## src/logic/lfcs_regs.vh

```
// Register map, field positions, reset values and divider counts of the LCD frame clock select block.
`ifndef LFCS_REGS_VH
`define LFCS_REGS_VH

// ----------------------------------------------------------------------------
// Register byte addresses
// ----------------------------------------------------------------------------
`define LFCS_ADDR_FRAME_CTRL   12'h000
`define LFCS_ADDR_WAVE_PUMP    12'h004
`define LFCS_ADDR_STATUS       12'h008

// ----------------------------------------------------------------------------
// Frame control fields
// ----------------------------------------------------------------------------
`define LFCS_FC_DISABLE_BIT    7
`define LFCS_FC_LADDER_BIT     6
`define LFCS_FC_ACTIVATE_BIT   5
`define LFCS_FC_DATA_SHOW_BIT  4
`define LFCS_FC_SYS_SEL_BIT    3
`define LFCS_FC_RESET          8'h80
// Bit 7 is not stored; it always reads back as one.
`define LFCS_FC_STORED_RESET   7'h00

// ----------------------------------------------------------------------------
// Waveform and pump control fields
// ----------------------------------------------------------------------------
`define LFCS_WP_WAVE_B_BIT     7
`define LFCS_WP_FIXED_ONE_BIT  6
`define LFCS_WP_PUMP_DIV8_BIT  5
`define LFCS_WP_RESET          8'h40

// ----------------------------------------------------------------------------
// Divider counts
// ----------------------------------------------------------------------------
`define LFCS_SYS_DIV_BASE      12'h010
`define LFCS_SUB_LAST_DIV1     2'h0
`define LFCS_SUB_LAST_DIV2     2'h1
`define LFCS_SUB_LAST_DIV4     2'h3
`define LFCS_FRAME_LAST_FULL   8'hFF
`define LFCS_FRAME_LAST_THIRD  8'hBF
`define LFCS_PUMP_HALF_DIV4    2'h1
`define LFCS_PUMP_HALF_DIV8    2'h3

`endif

```

## src/logic/lfcs_sync_edge.v

```verilog
// Two-flop synchroniser with a registered rising-edge pulse.
`timescale 1ns/100ps
module lfcs_sync_edge (
    input  wire pclk,
    input  wire presetn,
    input  wire level_in,
    output reg  rise_ff
);

    reg meta_ff;
    reg sync_ff;
    reg prev_ff;

    // The first stage feeds only the second stage.
    always @(posedge pclk or negedge presetn) begin
        if (!presetn) begin
            meta_ff <= 1'b0;
            sync_ff <= 1'b0;
            prev_ff <= 1'b0;
            rise_ff <= 1'b0;
        end else begin
            meta_ff <= level_in;
            sync_ff <= meta_ff;
            prev_ff <= sync_ff;
            rise_ff <= sync_ff & ~prev_ff;
        end
    end

endmodule // lfcs_sync_edge

```

## src/logic/lfcs_tick_div.v

```verilog
// Programmable tick divider: one output pulse per last_count+1 enabled cycles.
`timescale 1ns/100ps
module lfcs_tick_div #(
    parameter W = 8
) (
    input  wire         pclk,
    input  wire         presetn,
    input  wire         clear,
    input  wire         count_en,
    input  wire [W-1:0] last_count,
    output reg          tick_ff
);

    reg [W-1:0] cnt_ff;

    always @(posedge pclk or negedge presetn) begin
        if (!presetn) begin
            cnt_ff  <= {W{1'b0}};
            tick_ff <= 1'b0;
        end else if (clear) begin
            cnt_ff  <= {W{1'b0}};
            tick_ff <= 1'b0;
        end else if (count_en) begin
            if (cnt_ff >= last_count) begin
                cnt_ff  <= {W{1'b0}};
                tick_ff <= 1'b1;
            end else begin
                cnt_ff  <= cnt_ff + {{(W-1){1'b0}}, 1'b1};
                tick_ff <= 1'b0;
            end
        end else begin
            tick_ff <= 1'b0;
        end
    end

endmodule // lfcs_tick_div

```

## src/logic/lfcs_top.v

```verilog
// LCD operating clock, frame rate, waveform and step-up clock selection with APB registers.
//
// Operation
// - Select bit 3 low: sub-clock divided by 1, 2 or 4; bit 2 ignored.
// - Select bit 3 high: system clock divided by 16 up to 2048, ascending.
// - In sub-clock power modes system-derived operating clock stops; no display.
// - One-third duty gives a frame rate four-thirds of nominal.
// - Sub-clock settings give 128, 64, 32 Hz at 32.768 kHz sub-clock.
// - Waveform bit 7: 0 selects A waveform, 1 B waveform; resets 0.
// - Waveform register bit 6 always reads 1; writes do not change it.
// - Pump divide bit: step-up clock is operating clock over 4 or 8.
// - Activate low stops controller and ladder; register contents kept.
//
// Local design decisions: the placing of the registers and the APB slave port.
`timescale 1ns/100ps
`include "lfcs_regs.vh"
module lfcs_top (
    input  wire        pclk,
    input  wire        presetn,
    input  wire        psel,
    input  wire        penable,
    input  wire        pwrite,
    input  wire [11:0] paddr,
    input  wire [31:0] pwdata,
    output reg  [31:0] prdata,
    output reg         pready,
    output reg         pslverr,
    input  wire        sub_clk,
    input  wire        sub_mode_active,
    input  wire        duty_one_third,
    output reg         lcd_op_tick,
    output reg         lcd_frame_tick,
    output reg         pump_clk,
    output reg         drive_waveform_b,
    output reg         display_active,
    output reg         display_data_on,
    output reg         ladder_on
);

    // ------------------------------------------------------------------------
    // Registers and state
    // ------------------------------------------------------------------------
    reg  [6:0]  frame_ctrl_ff;
    reg  [7:0]  wave_pump_ff;
    reg  [7:0]  frame_count_ff;
    reg  [6:0]  nxt_frame_ctrl;
    reg  [7:0]  nxt_wave_pump;
    reg  [7:0]  nxt_frame_count;
    reg  [31:0] nxt_prdata;
    reg         nxt_pslverr;
    reg  [31:0] rd_word;
    reg         addr_hit;

    wire        setup_phase;
    wire        access_done;
    wire        wr_frame_ctrl;
    wire        wr_wave_pump;

    wire [3:0]  frame_clock_select;
    wire        sys_source;
    wire        activate;
    wire        ladder_connect;
    wire        data_show;
    wire        pump_div8;

    wire        sub_rise;
    wire        sys_tick;
    wire        sub_tick;
    wire        frame_tick;
    wire        pump_half_tick;
    wire        op_tick;
    wire        op_running;
    wire        div_clear;

    wire [11:0] sys_last_wide;
    wire [10:0] sys_last;
    reg  [1:0]  sub_last;
    wire [7:0]  frame_last;
    wire [1:0]  pump_last;

    // ------------------------------------------------------------------------
    // Field decode
    // ------------------------------------------------------------------------
    assign frame_clock_select = frame_ctrl_ff[3:0];
    assign sys_source         = frame_ctrl_ff[`LFCS_FC_SYS_SEL_BIT];
    assign activate           = frame_ctrl_ff[`LFCS_FC_ACTIVATE_BIT];
    assign ladder_connect     = frame_ctrl_ff[`LFCS_FC_LADDER_BIT];
    assign data_show          = frame_ctrl_ff[`LFCS_FC_DATA_SHOW_BIT];
    assign pump_div8          = wave_pump_ff[`LFCS_WP_PUMP_DIV8_BIT];

    // ------------------------------------------------------------------------
    // APB slave
    // ------------------------------------------------------------------------
    // The slave answers with one wait-free access phase: pready rises in the
    // cycle after setup, so every transfer takes exactly two cycles.
    assign setup_phase   = psel & ~penable;
    assign access_done   = psel & penable & pready;
    assign wr_frame_ctrl = access_done & pwrite & (paddr == `LFCS_ADDR_FRAME_CTRL);
    assign wr_wave_pump  = access_done & pwrite & (paddr == `LFCS_ADDR_WAVE_PUMP);

    always @* begin
        rd_word  = 32'h0000_0000;
        addr_hit = 1'b1;
        case (paddr)
            `LFCS_ADDR_FRAME_CTRL: begin
                // Bit 7 always reads as one.
                rd_word[7:0] = {1'b1, frame_ctrl_ff};
            end
            `LFCS_ADDR_WAVE_PUMP: begin
                rd_word[7:0] = wave_pump_ff | `LFCS_WP_RESET;
            end
            `LFCS_ADDR_STATUS: begin
                // Activity, source, running, power mode and frame count.
                rd_word[0]    = display_active;
                rd_word[1]    = ~sys_source;
                rd_word[2]    = op_running;
                rd_word[3]    = sub_mode_active;
                rd_word[15:8] = frame_count_ff;
            end
            default: begin
                addr_hit = 1'b0;
            end
        endcase
    end

    always @* begin
        nxt_prdata  = prdata;
        nxt_pslverr = pslverr;
        if (setup_phase) begin
            nxt_prdata  = pwrite ? 32'h0000_0000 : rd_word;
            nxt_pslverr = ~addr_hit;
        end else if (access_done) begin
            nxt_prdata  = 32'h0000_0000;
            nxt_pslverr = 1'b0;
        end
    end

    always @(posedge pclk or negedge presetn) begin
        if (!presetn) begin
            pready  <= 1'b0;
            prdata  <= 32'h0000_0000;
            pslverr <= 1'b0;
        end else begin
            pready  <= setup_phase;
            prdata  <= nxt_prdata;
            pslverr <= nxt_pslverr;
        end
    end

    // ------------------------------------------------------------------------
    // Control registers
    // ------------------------------------------------------------------------
    // Clearing activate stops the dividers and disconnects the ladder; the stored fields stay.
    always @* begin
        nxt_frame_ctrl = frame_ctrl_ff;
        nxt_wave_pump  = wave_pump_ff;
        if (wr_frame_ctrl) begin
            nxt_frame_ctrl = pwdata[6:0];
        end
        if (wr_wave_pump) begin
            // The reserved bit is forced high whatever is written.
            nxt_wave_pump = pwdata[7:0] | `LFCS_WP_RESET;
        end
    end

    always @(posedge pclk or negedge presetn) begin
        if (!presetn) begin
            frame_ctrl_ff <= `LFCS_FC_STORED_RESET;
            wave_pump_ff  <= `LFCS_WP_RESET;
        end else begin
            frame_ctrl_ff <= nxt_frame_ctrl;
            wave_pump_ff  <= nxt_wave_pump;
        end
    end

    // ------------------------------------------------------------------------
    // Operating clock sources
    // ------------------------------------------------------------------------
    // The sub-clock is far slower than pclk and is sampled as a level.
    lfcs_sync_edge u_sub_edge (
        .pclk     (pclk),
        .presetn  (presetn),
        .level_in (sub_clk),
        .rise_ff  (sub_rise)
    );

    // Division 16 shifted left by the three low select bits.
    assign sys_last_wide = (`LFCS_SYS_DIV_BASE << frame_clock_select[2:0]) - 12'h001;
    assign sys_last      = sys_last_wide[10:0];

    always @* begin
        if (frame_clock_select[1]) begin
            sub_last = `LFCS_SUB_LAST_DIV4;
        end else if (frame_clock_select[0]) begin
            sub_last = `LFCS_SUB_LAST_DIV2;
        end else begin
            sub_last = `LFCS_SUB_LAST_DIV1;
        end
    end

    // Dividers restart on any frame control write so a new setting starts clean.
    assign div_clear = ~activate | wr_frame_ctrl;

    lfcs_tick_div #(.W(11)) u_sys_div (
        .pclk       (pclk),
        .presetn    (presetn),
        .clear      (div_clear | ~sys_source),
        .count_en   (~sub_mode_active),
        .last_count (sys_last),
        .tick_ff    (sys_tick)
    );

    lfcs_tick_div #(.W(2)) u_sub_div (
        .pclk       (pclk),
        .presetn    (presetn),
        .clear      (div_clear | sys_source),
        .count_en   (sub_rise),
        .last_count (sub_last),
        .tick_ff    (sub_tick)
    );

    // In sub-clock power modes the system clock is stopped, so only the
    // sub-clock path can keep the display alive.
    assign op_tick    = sys_source ? (sys_tick & ~sub_mode_active) : sub_tick;
    assign op_running = activate & ~(sys_source & sub_mode_active);

    // ------------------------------------------------------------------------
    // Frame and step-up clocks
    // ------------------------------------------------------------------------
    assign frame_last = duty_one_third ? `LFCS_FRAME_LAST_THIRD : `LFCS_FRAME_LAST_FULL;

    // One-third duty shortens the frame to 192 operating ticks.
    lfcs_tick_div #(.W(8)) u_frame_div (
        .pclk       (pclk),
        .presetn    (presetn),
        .clear      (div_clear),
        .count_en   (op_tick),
        .last_count (frame_last),
        .tick_ff    (frame_tick)
    );

    // The step-up clock toggles every half period, so it leaves as a plain level.
    assign pump_last = pump_div8 ? `LFCS_PUMP_HALF_DIV8 : `LFCS_PUMP_HALF_DIV4;

    lfcs_tick_div #(.W(2)) u_pump_div (
        .pclk       (pclk),
        .presetn    (presetn),
        .clear      (div_clear),
        .count_en   (op_tick),
        .last_count (pump_last),
        .tick_ff    (pump_half_tick)
    );

    // ------------------------------------------------------------------------
    // Frame counter
    // ------------------------------------------------------------------------
    // Software reads the count in the status word to see frames advance.
    always @* begin
        nxt_frame_count = frame_count_ff;
        if (frame_tick & activate) begin
            nxt_frame_count = frame_count_ff + 8'h01;
        end
    end

    always @(posedge pclk or negedge presetn) begin
        if (!presetn) begin
            frame_count_ff <= 8'h00;
        end else begin
            frame_count_ff <= nxt_frame_count;
        end
    end

    // ------------------------------------------------------------------------
    // Outputs
    // ------------------------------------------------------------------------
    always @(posedge pclk or negedge presetn) begin
        if (!presetn) begin
            lcd_op_tick      <= 1'b0;
            lcd_frame_tick   <= 1'b0;
            pump_clk         <= 1'b0;
            drive_waveform_b <= 1'b0;
            display_active   <= 1'b0;
            display_data_on  <= 1'b0;
            ladder_on        <= 1'b0;
        end else begin
            lcd_op_tick      <= op_tick & activate;
            lcd_frame_tick   <= frame_tick & activate;
            drive_waveform_b <= wave_pump_ff[`LFCS_WP_WAVE_B_BIT];
            display_active   <= op_running;
            display_data_on  <= op_running & data_show;
            ladder_on        <= activate & ladder_connect;
            if (div_clear) begin
                pump_clk <= 1'b0;
            end else if (pump_half_tick) begin
                pump_clk <= ~pump_clk;
            end
        end
    end

endmodule // lfcs_top

```

## config.mk

```make
export PLATFORM = sky130hd
export DESIGN_NAME = lfcs_top
export DESIGN_NICKNAME = d
export VERILOG_FILES = /design/src/logic/lfcs_sync_edge.v /design/src/logic/lfcs_tick_div.v /design/src/logic/lfcs_top.v
export VERILOG_INCLUDE_DIRS = /design/src /design/src/logic
export SDC_FILE = /design/constraint.sdc
export NUM_CORES = 1
export LEC_CHECK = 0
export BUFFER_PORTS_ARGS = -buffer_cell sky130_fd_sc_hd__clkbuf_2
export CORE_ASPECT_RATIO = 0.6
export CORE_MARGIN = 2
export CORE_UTILIZATION = 45
export DETAILED_ROUTE_END_ITERATION = 10
export PLACE_DENSITY = 0.7
export SYNTH_ARGS = -nofsm -noshare
export SYNTH_HDL_FRONTEND = slang
export SYNTH_HIERARCHICAL = 1
export SYNTH_SLANG_ARGS = --single-unit
export TNS_END_PERCENT = 10
```

## constraint.sdc

```tcl
create_clock -name pclk -period 4.1 [get_ports pclk]
set_input_delay 0.41 -clock pclk [delete_from_list [all_inputs] [get_ports pclk]]
set_output_delay 0.41 -clock pclk [all_outputs]
set_load 0.05 [all_outputs]
```

Word level (Yosys, flattened, before mapping)
Cells that the tools add are included.

operators by class
  $add $sub $neg = 6
  eq/ne operators = 3
  $lt $le $gt $ge = 4
  $mul = 0
  reduce and logical (&&, ||, !) cells = 6
  shift operators = 1
  div/mod/pow operators = 0
  bitwise gates (word level) = 25
  mux-type cells = 40

operators by type and width
  kind                                                                   count
  32-bit 2-to-1 mux                                                      2
  11-bit 2-to-1 mux                                                      3
  8-bit 2-to-1 mux                                                       4
  1-bit 2-to-1 mux                                                       19
  8-bit by 1-bit adder with 8-bit output (second input constant)         2
  16-bit 2-to-1 mux                                                      1
  2-bit 2-to-1 mux                                                       8
  1-bit AND                                                              14
  12-bit by 3-bit == test with 1-bit output (second input constant)      1
  12-bit by 4-bit == test with 1-bit output (second input constant)      1
  12-bit logical NOT                                                     1
  4-bit case mux with 3 select lines                                     1
  11-bit by 1-bit adder with 11-bit output (second input constant)       1
  11-bit greater-or-equal comparator                                     1
  5-bit by 3-bit left shift with 11-bit output (first input constant)    1
  11-bit by 1-bit subtractor with 11-bit output (second input constant)  1
  8-bit greater-or-equal comparator                                      1
  1-bit inverter                                                         8
  4-bit case mux with 2 select lines                                     1
  2-bit nonzero test                                                     4
  7-bit 2-to-1 mux                                                       1
  2-bit by 1-bit adder with 2-bit output (second input constant)         2
  2-bit greater-or-equal comparator                                      2
  1-bit bitwise OR                                                       3
  other kinds (2)                                                        2

word-level totals
  logic and storage cells = 110
  bits in read-only memories = 0
  input bits = 52
  flip-flop bits (word level) = 94
  bits in writable memories = 0
  latch bits = 0
  memories = 0
  output and inout bits = 41

Longest topological paths before layout
Gate-level depths: netlist of the first run.

  depth in word-level cells = 7
  gate-level depth with buffers = 15

Cells and area by module
The synthesis of the first run kept the hierarchy.

by module, submodules not included
  module                           area an instance (sq um)  cells an instance  instances
  lfcs_top                         2287.2                    193                1
  lfcs_tick_div at u_sys_div       994.7                     108                1
  lfcs_tick_div at u_frame_div     679.4                     68                 1
  lfcs_tick_div at u_pump_div ...  190.2                     18                 2
  lfcs_sync_edge                   113.9                     5                  1

Worst setup path after synthesis of the first run
Ideal clock, no wire load.

  path kind = register to register
  start = register frame_ctrl_ff[0]
  end = register u_sys_div.cnt_ff[10]
  data required time = 3.974 ns
  clock period less this slack = 2.883 ns
  path buffers = 2
  path slack = 1.217 ns
  library setup time = 0.126 ns
  arrival = 2.757 ns
  stages on the path, launching flop included = 15
  cell sequence = dfrtp_1 > clkbuf_1 > or3_1 > ha_1 > clkbuf_1 > nor2_1 > a21oi_1 > o21ai_0 > inv_1 > ha_1 > nand4_1 > a211oi_2 > nor3_4 > and4b_1 > a221o_1

on the way
  word-level cells in the longest chain between the ends = 6

ends and longest elaborated chain
  what                                                           RTL line            RTL
  start: declaration                                             lfcs_top.v:43       reg [6:0] frame_ctrl_ff;
  start signal: assignment                                       lfcs_top.v:168      frame_ctrl_ff <= `LFCS_FC_STORED_RESET;
  start signal: assignment                                       lfcs_top.v:171      frame_ctrl_ff <= nxt_frame_ctrl;
  5-bit by 3-bit left shift with 11-bit output (no source line)  -
  11-bit by 1-bit subtractor with 11-bit output                  lfcs_top.v:188      assign sys_last_wide = (`LFCS_SYS_DIV_BASE << frame_clock_select[2:0]) - 12'h001;
  named net sys_last_wide[4]                                     lfcs_top.v:75       wire [11:0] sys_last_wide;
  11-bit greater-or-equal comparator                             lfcs_tick_div.v:24  if (cnt_ff >= last_count) begin
  11-bit 2-to-1 mux                                              lfcs_tick_div.v:24
  11-bit 2-to-1 mux                                              lfcs_tick_div.v:23  end else if (count_en) begin
  11-bit 2-to-1 mux                                              lfcs_tick_div.v:20  end else if (clear) begin
  end signal: assignment                                         lfcs_tick_div.v:21  cnt_ff <= {W{1'b0}};
  end signal: assignment                                         lfcs_tick_div.v:25  cnt_ff <= {W{1'b0}};
  end signal: assignment                                         lfcs_tick_div.v:28  cnt_ff <= cnt_ff + {{(W-1){1'b0}}, 1'b1};
  end: declaration                                               lfcs_tick_div.v:14  reg [W-1:0] cnt_ff;

The timed path passes the listed nets, and every way through them passes these cells. The select of a mux whose other input is x is not followed.
A chain may end at the register's enable or synchronous reset.

Worst setup path after layout of the first run
  start = register frame_ctrl_ff[1]
  end = register u_sys_div.cnt_ff[7]

Same word-level chain as after synthesis.

==> results of run 1 <==
-- state kept, by name, indices dropped and copies added, names as in the netlist, 2 cells and up --
| signal | count |
|---|---|
| frame_ctrl_ff | 7 |
| u_sub_div/cnt_ff | 2 |
| u_frame_div/cnt_ff | 8 |
| u_pump_div/cnt_ff | 2 |
| u_sys_div/cnt_ff | 11 |
| prdata | 16 |
| frame_count_ff | 8 |
| wave_pump_ff | 7 |
-- logic make-up after synthesis --
family,synth area share (%)
adders and majority gates,7.58
DFF,43.8
other,0.169
buffers and inverters,7.13
xor gates and xnor gates,2.36
muxes,5.50
and+or+nand+nor,19.4
AOI/OAI and AO/OA,14.1
-- cells in the mapped netlist, drive strengths merged (3+ instances only) --
library cell,instances,share of area (%)
dfrtp,78,44
inv,31,2.6
ha,27,7.6
buf,21,3.8
nand2,21,1.8
a21oi,19,3.0
nor2,18,1.6
mux2,15,4.4
a22o,13,2.6
nand3,13,1.6
and3,12,1.7
nand2b,10,1.6
o21ai,10,1.1
xnor2,9,1.8
clkbuf,8,0.70
nor2b,8,1.5
nor3,8,1.3
and2,6,0.87
a21o,5,0.84
mux2i,5,1.1
nand3b,5,1.1
nand4,5,0.84
nand4b,5,0.98
nor3b,4,0.67
o311ai,4,1.3
a221o,3,0.67
a31o,3,0.59
nor4,3,1.1
o21a,3,0.51
o22ai,3,0.42
or3,3,0.42
xor2,3,0.59
-- final cells by class --
type	count	area share [%]
inverter	31	2.28
multi-input combinational	298	44.8
tap	135	3.32
sequential	78	38.3
timing repair buffer	53	5.31
clock inverter	7	1.52
clock buffer	9	4.42
-- worst max path at each step --
| stage | endpoint | depth (start not counted) |
|---|---|---|
| final | u_sys_div/cnt_ff[7]$_DFFE_PN0P_ | 12 |
| after global routing | u_sys_div/cnt_ff[7]$_DFFE_PN0P_ | 12 |
| after CTS | u_sys_div/cnt_ff[7]$_DFFE_PN0P_ | 12 |
| after detailed placement | u_sys_div/cnt_ff[7]$_DFFE_PN0P_ | 12 |
| after global placement | u_sys_div/cnt_ff[7]$_DFFE_PN0P_ | 12 |
| after floorplan | u_sys_div/cnt_ff[10]$_DFFE_PN0P_ | 14 |
-- through the flow --
step / setup WS [ns] / std cells / util (%) / instance area, sq um / hold slack, ns
after floorplan: 1.22 / 436 / - / 4550 / 0.114
after global routing: 0.511 / 611 / 52.3 / 5090 / 0.170
final: 0.719 / 611 / 52.3 / 5090 / 0.180
after detailed placement: 0.774 / 595 / 49.2 / 4790 / 0.338
after CTS: 0.726 / 611 / 52.3 / 5090 / 0.167
after global placement: 0.912 / 595 / 49.2 / 4790 / 0.334
-- power by group through the flow --
stage | registers, W | clock network, W | logic, W
2_1_floorplan | 0.000796 | 0 | 0.0000813
3_3_place_gp | 0.000790 | 0 | 0.000115
3_5_place_dp | 0.000790 | 0 | 0.000117
4_1_cts | 0.000776 | 0.000837 | 0.000117
5_1_grt | 0.000776 | 0.000877 | 0.000127
6_report | 0.000776 | 0.000813 | 0.000116
-- layer usage --
metal,vias to the layer above,wire length [um],track usage [%]
met4,0,98,5.48
met2,80,4070,28.5
met5,-,0,0
met3,10,531,6.05
li1,1552,-,-
met1,1527,4330,24.6
-- worst reg2reg max path: cells and delay by family (launching register included) --
family / cells / cell delay (ns)
AND/OR/NAND/NOR: 4 / 1.34
adder cells (fa/ha/maj): 2 / 0.62
buffers and inverters: 1 / 0.07
AO/OA/AOI/OAI: 5 / 0.77
flip-flops: 1 / 0.47
==> results.sh, run 1 <==
export IMPL_grt_overflow=0
export IMPL_crit_arrival_ns=3.61
export IMPL_routabilityCongestion=0.876
export IMPL_initial_utilization_pct=45.7
export IMPL_cts_resized_gates=0
export IMPL_status="complete, no violations"
export IMPL_fin_skew_ns=0.00720
export IMPL_ys_ff_latch=78
export IMPL_synth_edf_count=0
export IMPL_hold_path_depth=1
export IMPL_diodes=0
export IMPL_num_fill_cells=913
export IMPL_netlist_instances=410
export IMPL_cts_hold_buf=0
export IMPL_critical_path_class="register to register"
export IMPL_grt_pass1_wl_um=15300
export IMPL_maxSlewViolCount=0
export IMPL_reg2reg_to="u_sys_div/cnt_ff[7]$_DFFE_PN0P_"
export IMPL_slew_headroom_pct=35.0
export IMPL_critPathTopFamily="simple AND/OR/NAND/NOR gates"
export IMPL_post_route_min_period_ns=3.38
export IMPL_drive_gt1_share_pct=24.4
export IMPL_holdPathEnd="u_sub_edge/meta_ff$_DFF_PN0_"
export IMPL_setup_violations=0
export IMPL_p_leak_nw=2.59
export IMPL_worstPathRequired_ns=4.33
export IMPL_switching_share_pct=24.9
export IMPL_cts_num_sinks=78
export IMPL_drcViolationCount=0
export IMPL_h_tree_depth=3
export IMPL_p_int_w=0.00128
export IMPL_regArea_sq_um=1950
export IMPL_fin_tns_setup_ns=0
export IMPL_firstDrtPassIters=6
export IMPL_start_kind="register"
export IMPL_maxCapViolCount=0
export IMPL_vias=3169
export IMPL_final_antenna_net_count=0
export IMPL_io_buffers=52
export IMPL_rrSetupSlack_ns=0.72
export IMPL_die_area_sq_um=10700
export IMPL_timing_rr_start="frame_ctrl_ff[1]$_DFFE_PN0P_"
export IMPL_cp_slowest_stage_delay_ns=0.57
export IMPL_vias_per_cell=5.19
export IMPL_layout_common_cells="dfrtp_1 (78), clkbuf_2 (51), inv_1 (31), conb_1 (28), ha_1 (27)"
export IMPL_cts_setup_buffers=0
export IMPL_seqPwrFrac_pct=45.5
export IMPL_synth_cell_types=72
export IMPL_root_buffer="clkbuf_16"
export IMPL_finalWirelength_um=9040
export IMPL_rsz0062_at_grt="false"
export IMPL_coreArea_sq_um=9740
export IMPL_numCtsBuffers=9
export IMPL_antenna_found_initial=0
export IMPL_clock_latency_ns=0.34
export IMPL_postSynthAreaPerCell_sq_um=10.9
export IMPL_ir_drop_mv=0.272
export IMPL_critPathCaptureType="register"
export IMPL_die_h_um=81.1
export IMPL_hold_viol=0
export IMPL_num_rows=28
export IMPL_final_common_cell="dfrtp_1"
export IMPL_worstHoldPathType="primary input to register"
export IMPL_rr_worst_depth=12
export IMPL_cp_startpoint="frame_ctrl_ff[1]$_DFFE_PN0P_"
export IMPL_synth_seq_area_share_pct=43.8
export IMPL_fp_dieW_um=132
export IMPL_syn2layout_area_growth_pct=14.3
export IMPL_fin_nets=550
export IMPL_pwr_share_comb_pct=6.8
export IMPL_grt_usage_pct=18.3
export IMPL_routedWlPerCell_um=14.8
export IMPL_crit_buf_inv=1
export IMPL_pin_count=93
export IMPL_crit_chain="or3_1, ha_1, nor2_1, a21oi_1, o21ai_0, inv_1, ha_1, a21oi_1, o21ai_1, nor3_4, nand3b_4, o311ai_1"
export IMPL_synthFlopType="dfrtp_1"
export IMPL_path_clk_slew_ns=0.06
export IMPL_timing_final_crit_share_pct=82.5
export IMPL_crit_fanout=16
export IMPL_p_clk_share_pct=47.7
export IMPL_grt_pass1_vias=3129
export IMPL_power_w=0.00170
export IMPL_hpwl_um=6560
export IMPL_cts_tree="built"
export IMPL_drt_initial_drc_count=231
export IMPL_yosysWarningCount=6
export IMPL_p_per_area_nw_per_um2=335
export IMPL_fmax_mhz=296
export IMPL_synthArstFlopShare_pct=100
export IMPL_grt_max_degree=79
export IMPL_p_sw_w=0.000425
export IMPL_critPathSlowestCell="nor3_4"
export IMPL_cts_buffer_depth=2
export IMPL_syn_area_sq_um=4460
export IMPL_worst_slew_pin_slew_ns=0.975
export IMPL_min_from="sub_clk"
export IMPL_multi_input_area_sq_um=2280
(Power assumes the default switching activity.)
==> run 2, diff against run 1 <==
==> constraint.sdc (replaced) <==
create_clock -name pclk -period 3.2 [get_ports pclk]
set_input_delay 0.32 -clock pclk [delete_from_list [all_inputs] [get_ports pclk]]
set_output_delay 0.32 -clock pclk [all_outputs]
set_load 0.05 [all_outputs]
==> run 2 against run 1 <==
Effect of this change: routed wire length decreased by 0.51%; largest cell class unchanged; largest power group is now sequential cells; hold slack worse by 0.083 ns; sequential share of layout area decreased by 0.23 points; maximum frequency grew 14%; die area did not move; critical endpoint is now u_sys_div/cnt_ff[10]$_DFFE_PN0P_; clock-buffer cell count stayed put; core utilization increased by 0.32 points; highest routed layer unchanged.
==> results.sh, run 2 (synthesized netlist as in run 1, its figures left out) <==
export IMPL_status="complete, no violations"
export IMPL_cts_num_sinks=78
export IMPL_grt_usage_pct=17.8
export IMPL_multi_input_area_sq_um=2290
export IMPL_diodes=0
export IMPL_num_fill_cells=874
export IMPL_numCtsBuffers=9
export IMPL_stdcell_area_sq_um=5120
export IMPL_cp_startpoint="frame_ctrl_ff[1]$_DFFE_PN0P_"
export IMPL_regMostFlops="prdata"
export IMPL_p_leak_nw=2.60
export IMPL_p_per_area_nw_per_um2=412
export IMPL_layout_common_cells="dfrtp_1 (78), clkbuf_2 (51), inv_1 (31), conb_1 (28), ha_1 (26)"
export IMPL_grt_pass1_wl_um=15000
export IMPL_syn2layout_area_growth_pct=15.0
export IMPL_grt_pass1_vias=2990
export IMPL_vias=3192
export IMPL_critical_path_class="register to register"
export IMPL_firstDrtPassIters=4
export IMPL_ir_drop_mv=0.247
export IMPL_hold_viol=0
export IMPL_largest_reg_flops=16
export IMPL_crit_fanout=7
export IMPL_final_antenna_net_count=0
export IMPL_pin_count=93
export IMPL_initial_utilization_pct=45.7
export IMPL_final_common_cell="dfrtp_1"
export IMPL_maxSlewViolCount=0
export IMPL_reg_largest_list="prdata (16), u_sys_div/cnt_ff (11)"
export IMPL_die_area_sq_um=10700
export IMPL_fin_util_pct=52.6
export IMPL_coreArea_sq_um=9740
export IMPL_crit_arrival_ns=3.19
export IMPL_min_from="sub_clk"
export IMPL_timing_rr_start="frame_ctrl_ff[1]$_DFFE_PN0P_"
export IMPL_hpwl_um=6710
export IMPL_routabilityCongestion=0.825
export IMPL_io_buffers=52
export IMPL_cts_buffer_depth=2
export IMPL_antenna_found_initial=0
export IMPL_vias_per_cell=5.17
export IMPL_post_route_min_period_ns=2.97
export IMPL_critPathCaptureType="register"
export IMPL_finalWirelength_um=8990
export IMPL_fin_skew_ns=0.0100
export IMPL_fin_nets=556
export IMPL_path_clk_slew_ns=0.06
export IMPL_start_kind="register"
export IMPL_drcViolationCount=0
export IMPL_setup_ws_ns=0.233
export IMPL_cts_hold_buf=0
export IMPL_rsz0062_at_grt="false"
export IMPL_place_area_sq_um=4840
export IMPL_grt_max_degree=79
export IMPL_fin_tns_setup_ns=0
export IMPL_num_rows=28
export IMPL_setup_violations=0
export IMPL_worstHoldPathType="primary input to register"
export IMPL_timing_final_crit_share_pct=92.7
export IMPL_die_h_um=81.1
export IMPL_regArea_sq_um=1950
export IMPL_clock_latency_ns=0.34
export IMPL_root_buffer="clkbuf_16"
export IMPL_slew_headroom_pct=35.1
export IMPL_h_tree_depth=3
export IMPL_routedWlPerCell_um=14.6
export IMPL_cts_tree="built"
export IMPL_drt_initial_drc_count=226
export IMPL_grt_overflow=0
export IMPL_fp_dieW_um=132
export IMPL_worstPathRequired_ns=3.42
export IMPL_maxCapViolCount=0
export IMPL_drive_gt1_share_pct=25.7
export IMPL_worst_slew_pin_slew_ns=0.974
export IMPL_pre_cts_ws_ns=0.120
export IMPL_fmax_mhz=337
==> run 2: layout make-up <==
type,instances,area share (%)
Sequential cell,78,38.1
Multi-Input combinational cell,298,44.7
Clock inverter,7,1.12
Tap cell,135,3.30
Clock buffer,9,4.39
Inverter,31,2.27
Timing Repair Buffer,59,6.15
==> run 2: where the power goes <==
part,internal [W],total (W),switching (W)
sequential,0.000991,0.000994,0.00000366
clock,0.000536,0.000966,0.000430
combinational,0.0000363,0.000150,0.000114
total,0.00156,0.00211,0.000548
==> run 2: final timing paths <==
check,end,slack [ns],depth (start not counted)
min in group asynchronous,wave_pump_ff[0]$_DFFE_PN0P_,0.14,1
max in group asynchronous,u_sys_div/cnt_ff[5]$_DFFE_PN0P_,2.43,1
min,u_sub_edge/meta_ff$_DFF_PN0_,0.1,1
max reg2reg,u_sys_div/cnt_ff[10]$_DFFE_PN0P_,0.23,13
max,u_sys_div/cnt_ff[10]$_DFFE_PN0P_,0.23,13
min reg2reg,u_sub_edge/sync_ff$_DFF_PN0_,0.35,0
==> run 2: timing repair <==
| item | 4_1_cts | 5_1_grt |
|---|---|---|
| buffers inserted | 0 | 0 |
| endpoints found under the setup margin | 0 | 8 |
| endpoints found under the hold margin | 0 | 0 |
| gates resized for setup | 0 | 3 |
==> run 2: critical path, cell delays in order (launching register included) <==
cell      delay (ns)
dfrtp_1         0.38
or3_1           0.41
ha_2            0.25
nor2_1          0.11
a21oi_1         0.04
o21ai_1         0.16
inv_1           0.06
ha_1            0.30
nand4_1         0.14
a211oi_2        0.25
nor3_4          0.12
buf_4           0.17
and4b_1         0.19
a221o_1         0.26
==> run 2: routing by layer <==
layer	GRT usage (%)	wire length [um]	share of wire, %
met5	0	0	0
met4	5.27	99	1.1
met3	4.87	517	5.7
met2	26.0	3780	42
met1	25.8	4600	51
==> run 2: per-stage QoR <==
stage	hold slack [ns]	std cells	power [W]
after floorplan	0.0244	436	0.00112
after global placement	0.334	601	0.00116
after detailed placement	0.336	601	0.00116
after CTS	0.0883	617	0.00213
after global routing	0.0862	617	0.00221
final	0.0966	617	0.00211
==> run 3, diff against run 2 <==
--- a/config.mk
+++ b/config.mk
@@ -12,6 +12,7 @@
 export CORE_UTILIZATION = 45
 export DETAILED_ROUTE_END_ITERATION = 10
 export PLACE_DENSITY = 0.7
+export RECOVER_POWER = 50
 export SYNTH_ARGS = -nofsm -noshare
 export SYNTH_HDL_FRONTEND = slang
 export SYNTH_HIERARCHICAL = 1
==> run 3 against run 2 <==
Effect of this change: the flow now finishes with violations (capacitance limit, slew limit); maximum frequency barely moved; via count rose by 0.56%; routed wire length fell by 0.14%; sequential power barely moved; power fell by 0.12%; clock skew barely moved; final area fell by 0.29%; register-to-register slack barely moved; hold slack got worse by 0.00076 ns; clock power barely moved; final cell count did not move; critical endpoint unchanged; core utilization fell by 0.15 points; largest cell class unchanged.
==> results.sh, run 3 (synthesized netlist as in run 1, its figures left out) <==
export IMPL_diodes=0
export IMPL_cts_buffer_depth=2
export IMPL_routabilityCongestion=0.825
export IMPL_critPathCaptureType="register"
export IMPL_die_area_sq_um=10700
export IMPL_cts_tree="built"
export IMPL_seqPwrFrac_pct=47.2
export IMPL_fin_tns_setup_ns=0
export IMPL_rr_worst_depth=13
export IMPL_worstHoldPathType="primary input to register"
export IMPL_num_fill_cells=879
export IMPL_grt_pass1_wl_um=15000
export IMPL_setup_violations=0
export IMPL_vias_per_cell=5.20
export IMPL_timing_rr_start="frame_ctrl_ff[1]$_DFFE_PN0P_"
export IMPL_cts_num_sinks=78
export IMPL_p_int_w=0.00156
export IMPL_num_rows=28
export IMPL_p_per_area_nw_per_um2=413
export IMPL_cts_setup_buffers=0
export IMPL_initial_utilization_pct=45.7
export IMPL_fp_dieW_um=132
export IMPL_switching_share_pct=25.9
export IMPL_grt_max_degree=79
export IMPL_multi_input_area_sq_um=2280
export IMPL_antenna_found_initial=0
export IMPL_start_kind="register"
export IMPL_root_buffer="clkbuf_16"
export IMPL_cp_startpoint="frame_ctrl_ff[1]$_DFFE_PN0P_"
export IMPL_fin_hold_ws_ns=0.0959
export IMPL_largest_reg_flops=16
export IMPL_grt_pass1_vias=2990
export IMPL_rsz0062_at_grt="false"
export IMPL_drcViolationCount=0
export IMPL_cp_endpoint="u_sys_div/cnt_ff[10]$_DFFE_PN0P_"
export IMPL_grt_overflow=0
export IMPL_die_h_um=81.1
export IMPL_syn2layout_area_growth_pct=14.7
export IMPL_vias=3210
export IMPL_regArea_sq_um=1950
export IMPL_fmax_mhz=337
export IMPL_layout_common_cells="dfrtp_1 (78), clkbuf_2 (51), inv_1 (31), conb_1 (28), ha_1 (26)"
export IMPL_hpwl_um=6710
export IMPL_firstDrtPassIters=4
export IMPL_fin_nets=556
export IMPL_reg2reg_to="u_sys_div/cnt_ff[10]$_DFFE_PN0P_"
export IMPL_pwr_share_comb_pct=7.0
export IMPL_routedWlPerCell_um=14.6
export IMPL_p_leak_nw=2.59
export IMPL_maxSlewViolCount=79
export IMPL_worstPathRequired_ns=3.42
export IMPL_post_route_min_period_ns=2.96
export IMPL_clock_latency_ns=0.34
export IMPL_worst_slew_pin_slew_ns=1.93
export IMPL_drt_initial_drc_count=222
export IMPL_p_clk_share_pct=45.8
export IMPL_regMostFlops="prdata"
export IMPL_rrSetupSlack_ns=0.24
export IMPL_cts_hold_buf=0
export IMPL_maxCapViolCount=1
export IMPL_final_common_cell="dfrtp_1"
export IMPL_grt_usage_pct=17.8
export IMPL_crit_arrival_ns=3.18
export IMPL_timing_final_crit_share_pct=92.6
export IMPL_critical_path_class="register to register"
export IMPL_ir_drop_mv=0.247
export IMPL_violations="capacitance limit, slew limit"
export IMPL_coreArea_sq_um=9740
export IMPL_status="finished with violations"
export IMPL_finalWirelength_um=8980
export IMPL_drive_gt1_share_pct=25.1
export IMPL_pin_count=93
export IMPL_reg_largest_list="prdata (16), u_sys_div/cnt_ff (11)"
export IMPL_slew_headroom_pct=-28.3
export IMPL_final_antenna_net_count=0
export IMPL_numCtsBuffers=9
export IMPL_fin_skew_ns=0.0100
export IMPL_io_buffers=52
export IMPL_hold_viol=0
export IMPL_h_tree_depth=3
export IMPL_p_sw_w=0.000547
export IMPL_path_clk_slew_ns=0.06
export IMPL_crit_fanout=7
-- run 3: how the worst min path moves through the flow --
stage | start | end | slack [ns] | cells past startpoint
after global routing | sub_clk | u_sub_edge/meta_ff$_DFF_PN0_ | 0.09 | 1
after global placement | u_sub_edge/meta_ff$_DFF_PN0_ | u_sub_edge/sync_ff$_DFF_PN0_ | 0.33 | 0
after CTS | sub_clk | u_sub_edge/meta_ff$_DFF_PN0_ | 0.09 | 1
after floorplan | presetn | display_active$_DFF_PN0_ | 0.02 | 0
after detailed placement | u_sub_edge/meta_ff$_DFF_PN0_ | u_sub_edge/sync_ff$_DFF_PN0_ | 0.34 | 0
final | sub_clk | u_sub_edge/meta_ff$_DFF_PN0_ | 0.1 | 1
-- run 3: power by group through the flow --
stage,Combinational [W],Clock [W],Sequential [W]
3_3_place_gp,0.000149,0,0.00101
2_1_floorplan,0.000104,0,0.00102
3_5_place_dp,0.000152,0,0.00101
6_report,0.000148,0.000966,0.000994
5_1_grt,0.000163,0.00105,0.000994
4_1_cts,0.000152,0.000988,0.000994
-- run 3: final cells by class --
class | count | area share [%]
timing repair buffer | 59 | 6.02
sequential | 78 | 38.2
multi-input combinational | 298 | 44.7
clock inverter | 7 | 1.13
inverter | 31 | 2.28
clock buffer | 9 | 4.41
tap | 135 | 3.31
-- run 3: stage by stage --
stage          utilization [%]  cells  worst slack (ns)  power [W]  instance area (sq um)
2_1_floorplan                -    436             0.317    0.00112                   4550
3_3_place_gp              49.7    601             0.230    0.00116                   4840
3_5_place_dp              49.7    601             0.120    0.00116                   4840
4_1_cts                   52.6    617             0.102    0.00213                   5120
5_1_grt                   52.5    617            0.0645    0.00220                   5110
6_report                  52.5    617             0.235    0.00211                   5110
-- run 3: repair_timing --
item,CTS,global route
hold endpoints to repair,0,0
gates resized for setup,0,3
endpoints found under the setup margin,0,8
-- run 3: worst max-delay path: stages (launching register included) --
cell	delay (ns)
dfrtp_1	0.38
or3_1	0.41
ha_2	0.25
nor2_1	0.11
a21oi_1	0.04
o21ai_1	0.16
inv_1	0.06
ha_1	0.30
nand4_1	0.14
a211oi_2	0.25
nor3_4	0.12
buf_4	0.17
and4b_1	0.18
a221o_1	0.26
-- run 3: per-layer routing --
| metal | GRT usage [%] | vias up | wire, um |
|---|---|---|---|
| li1 | - | 1551 | - |
| met1 | 25.8 | 1562 | 4620 |
| met2 | 26.0 | 86 | 3770 |
| met3 | 4.87 | 11 | 484 |
| met4 | 5.27 | 0 | 99 |
| met5 | 0 | - | 0 |
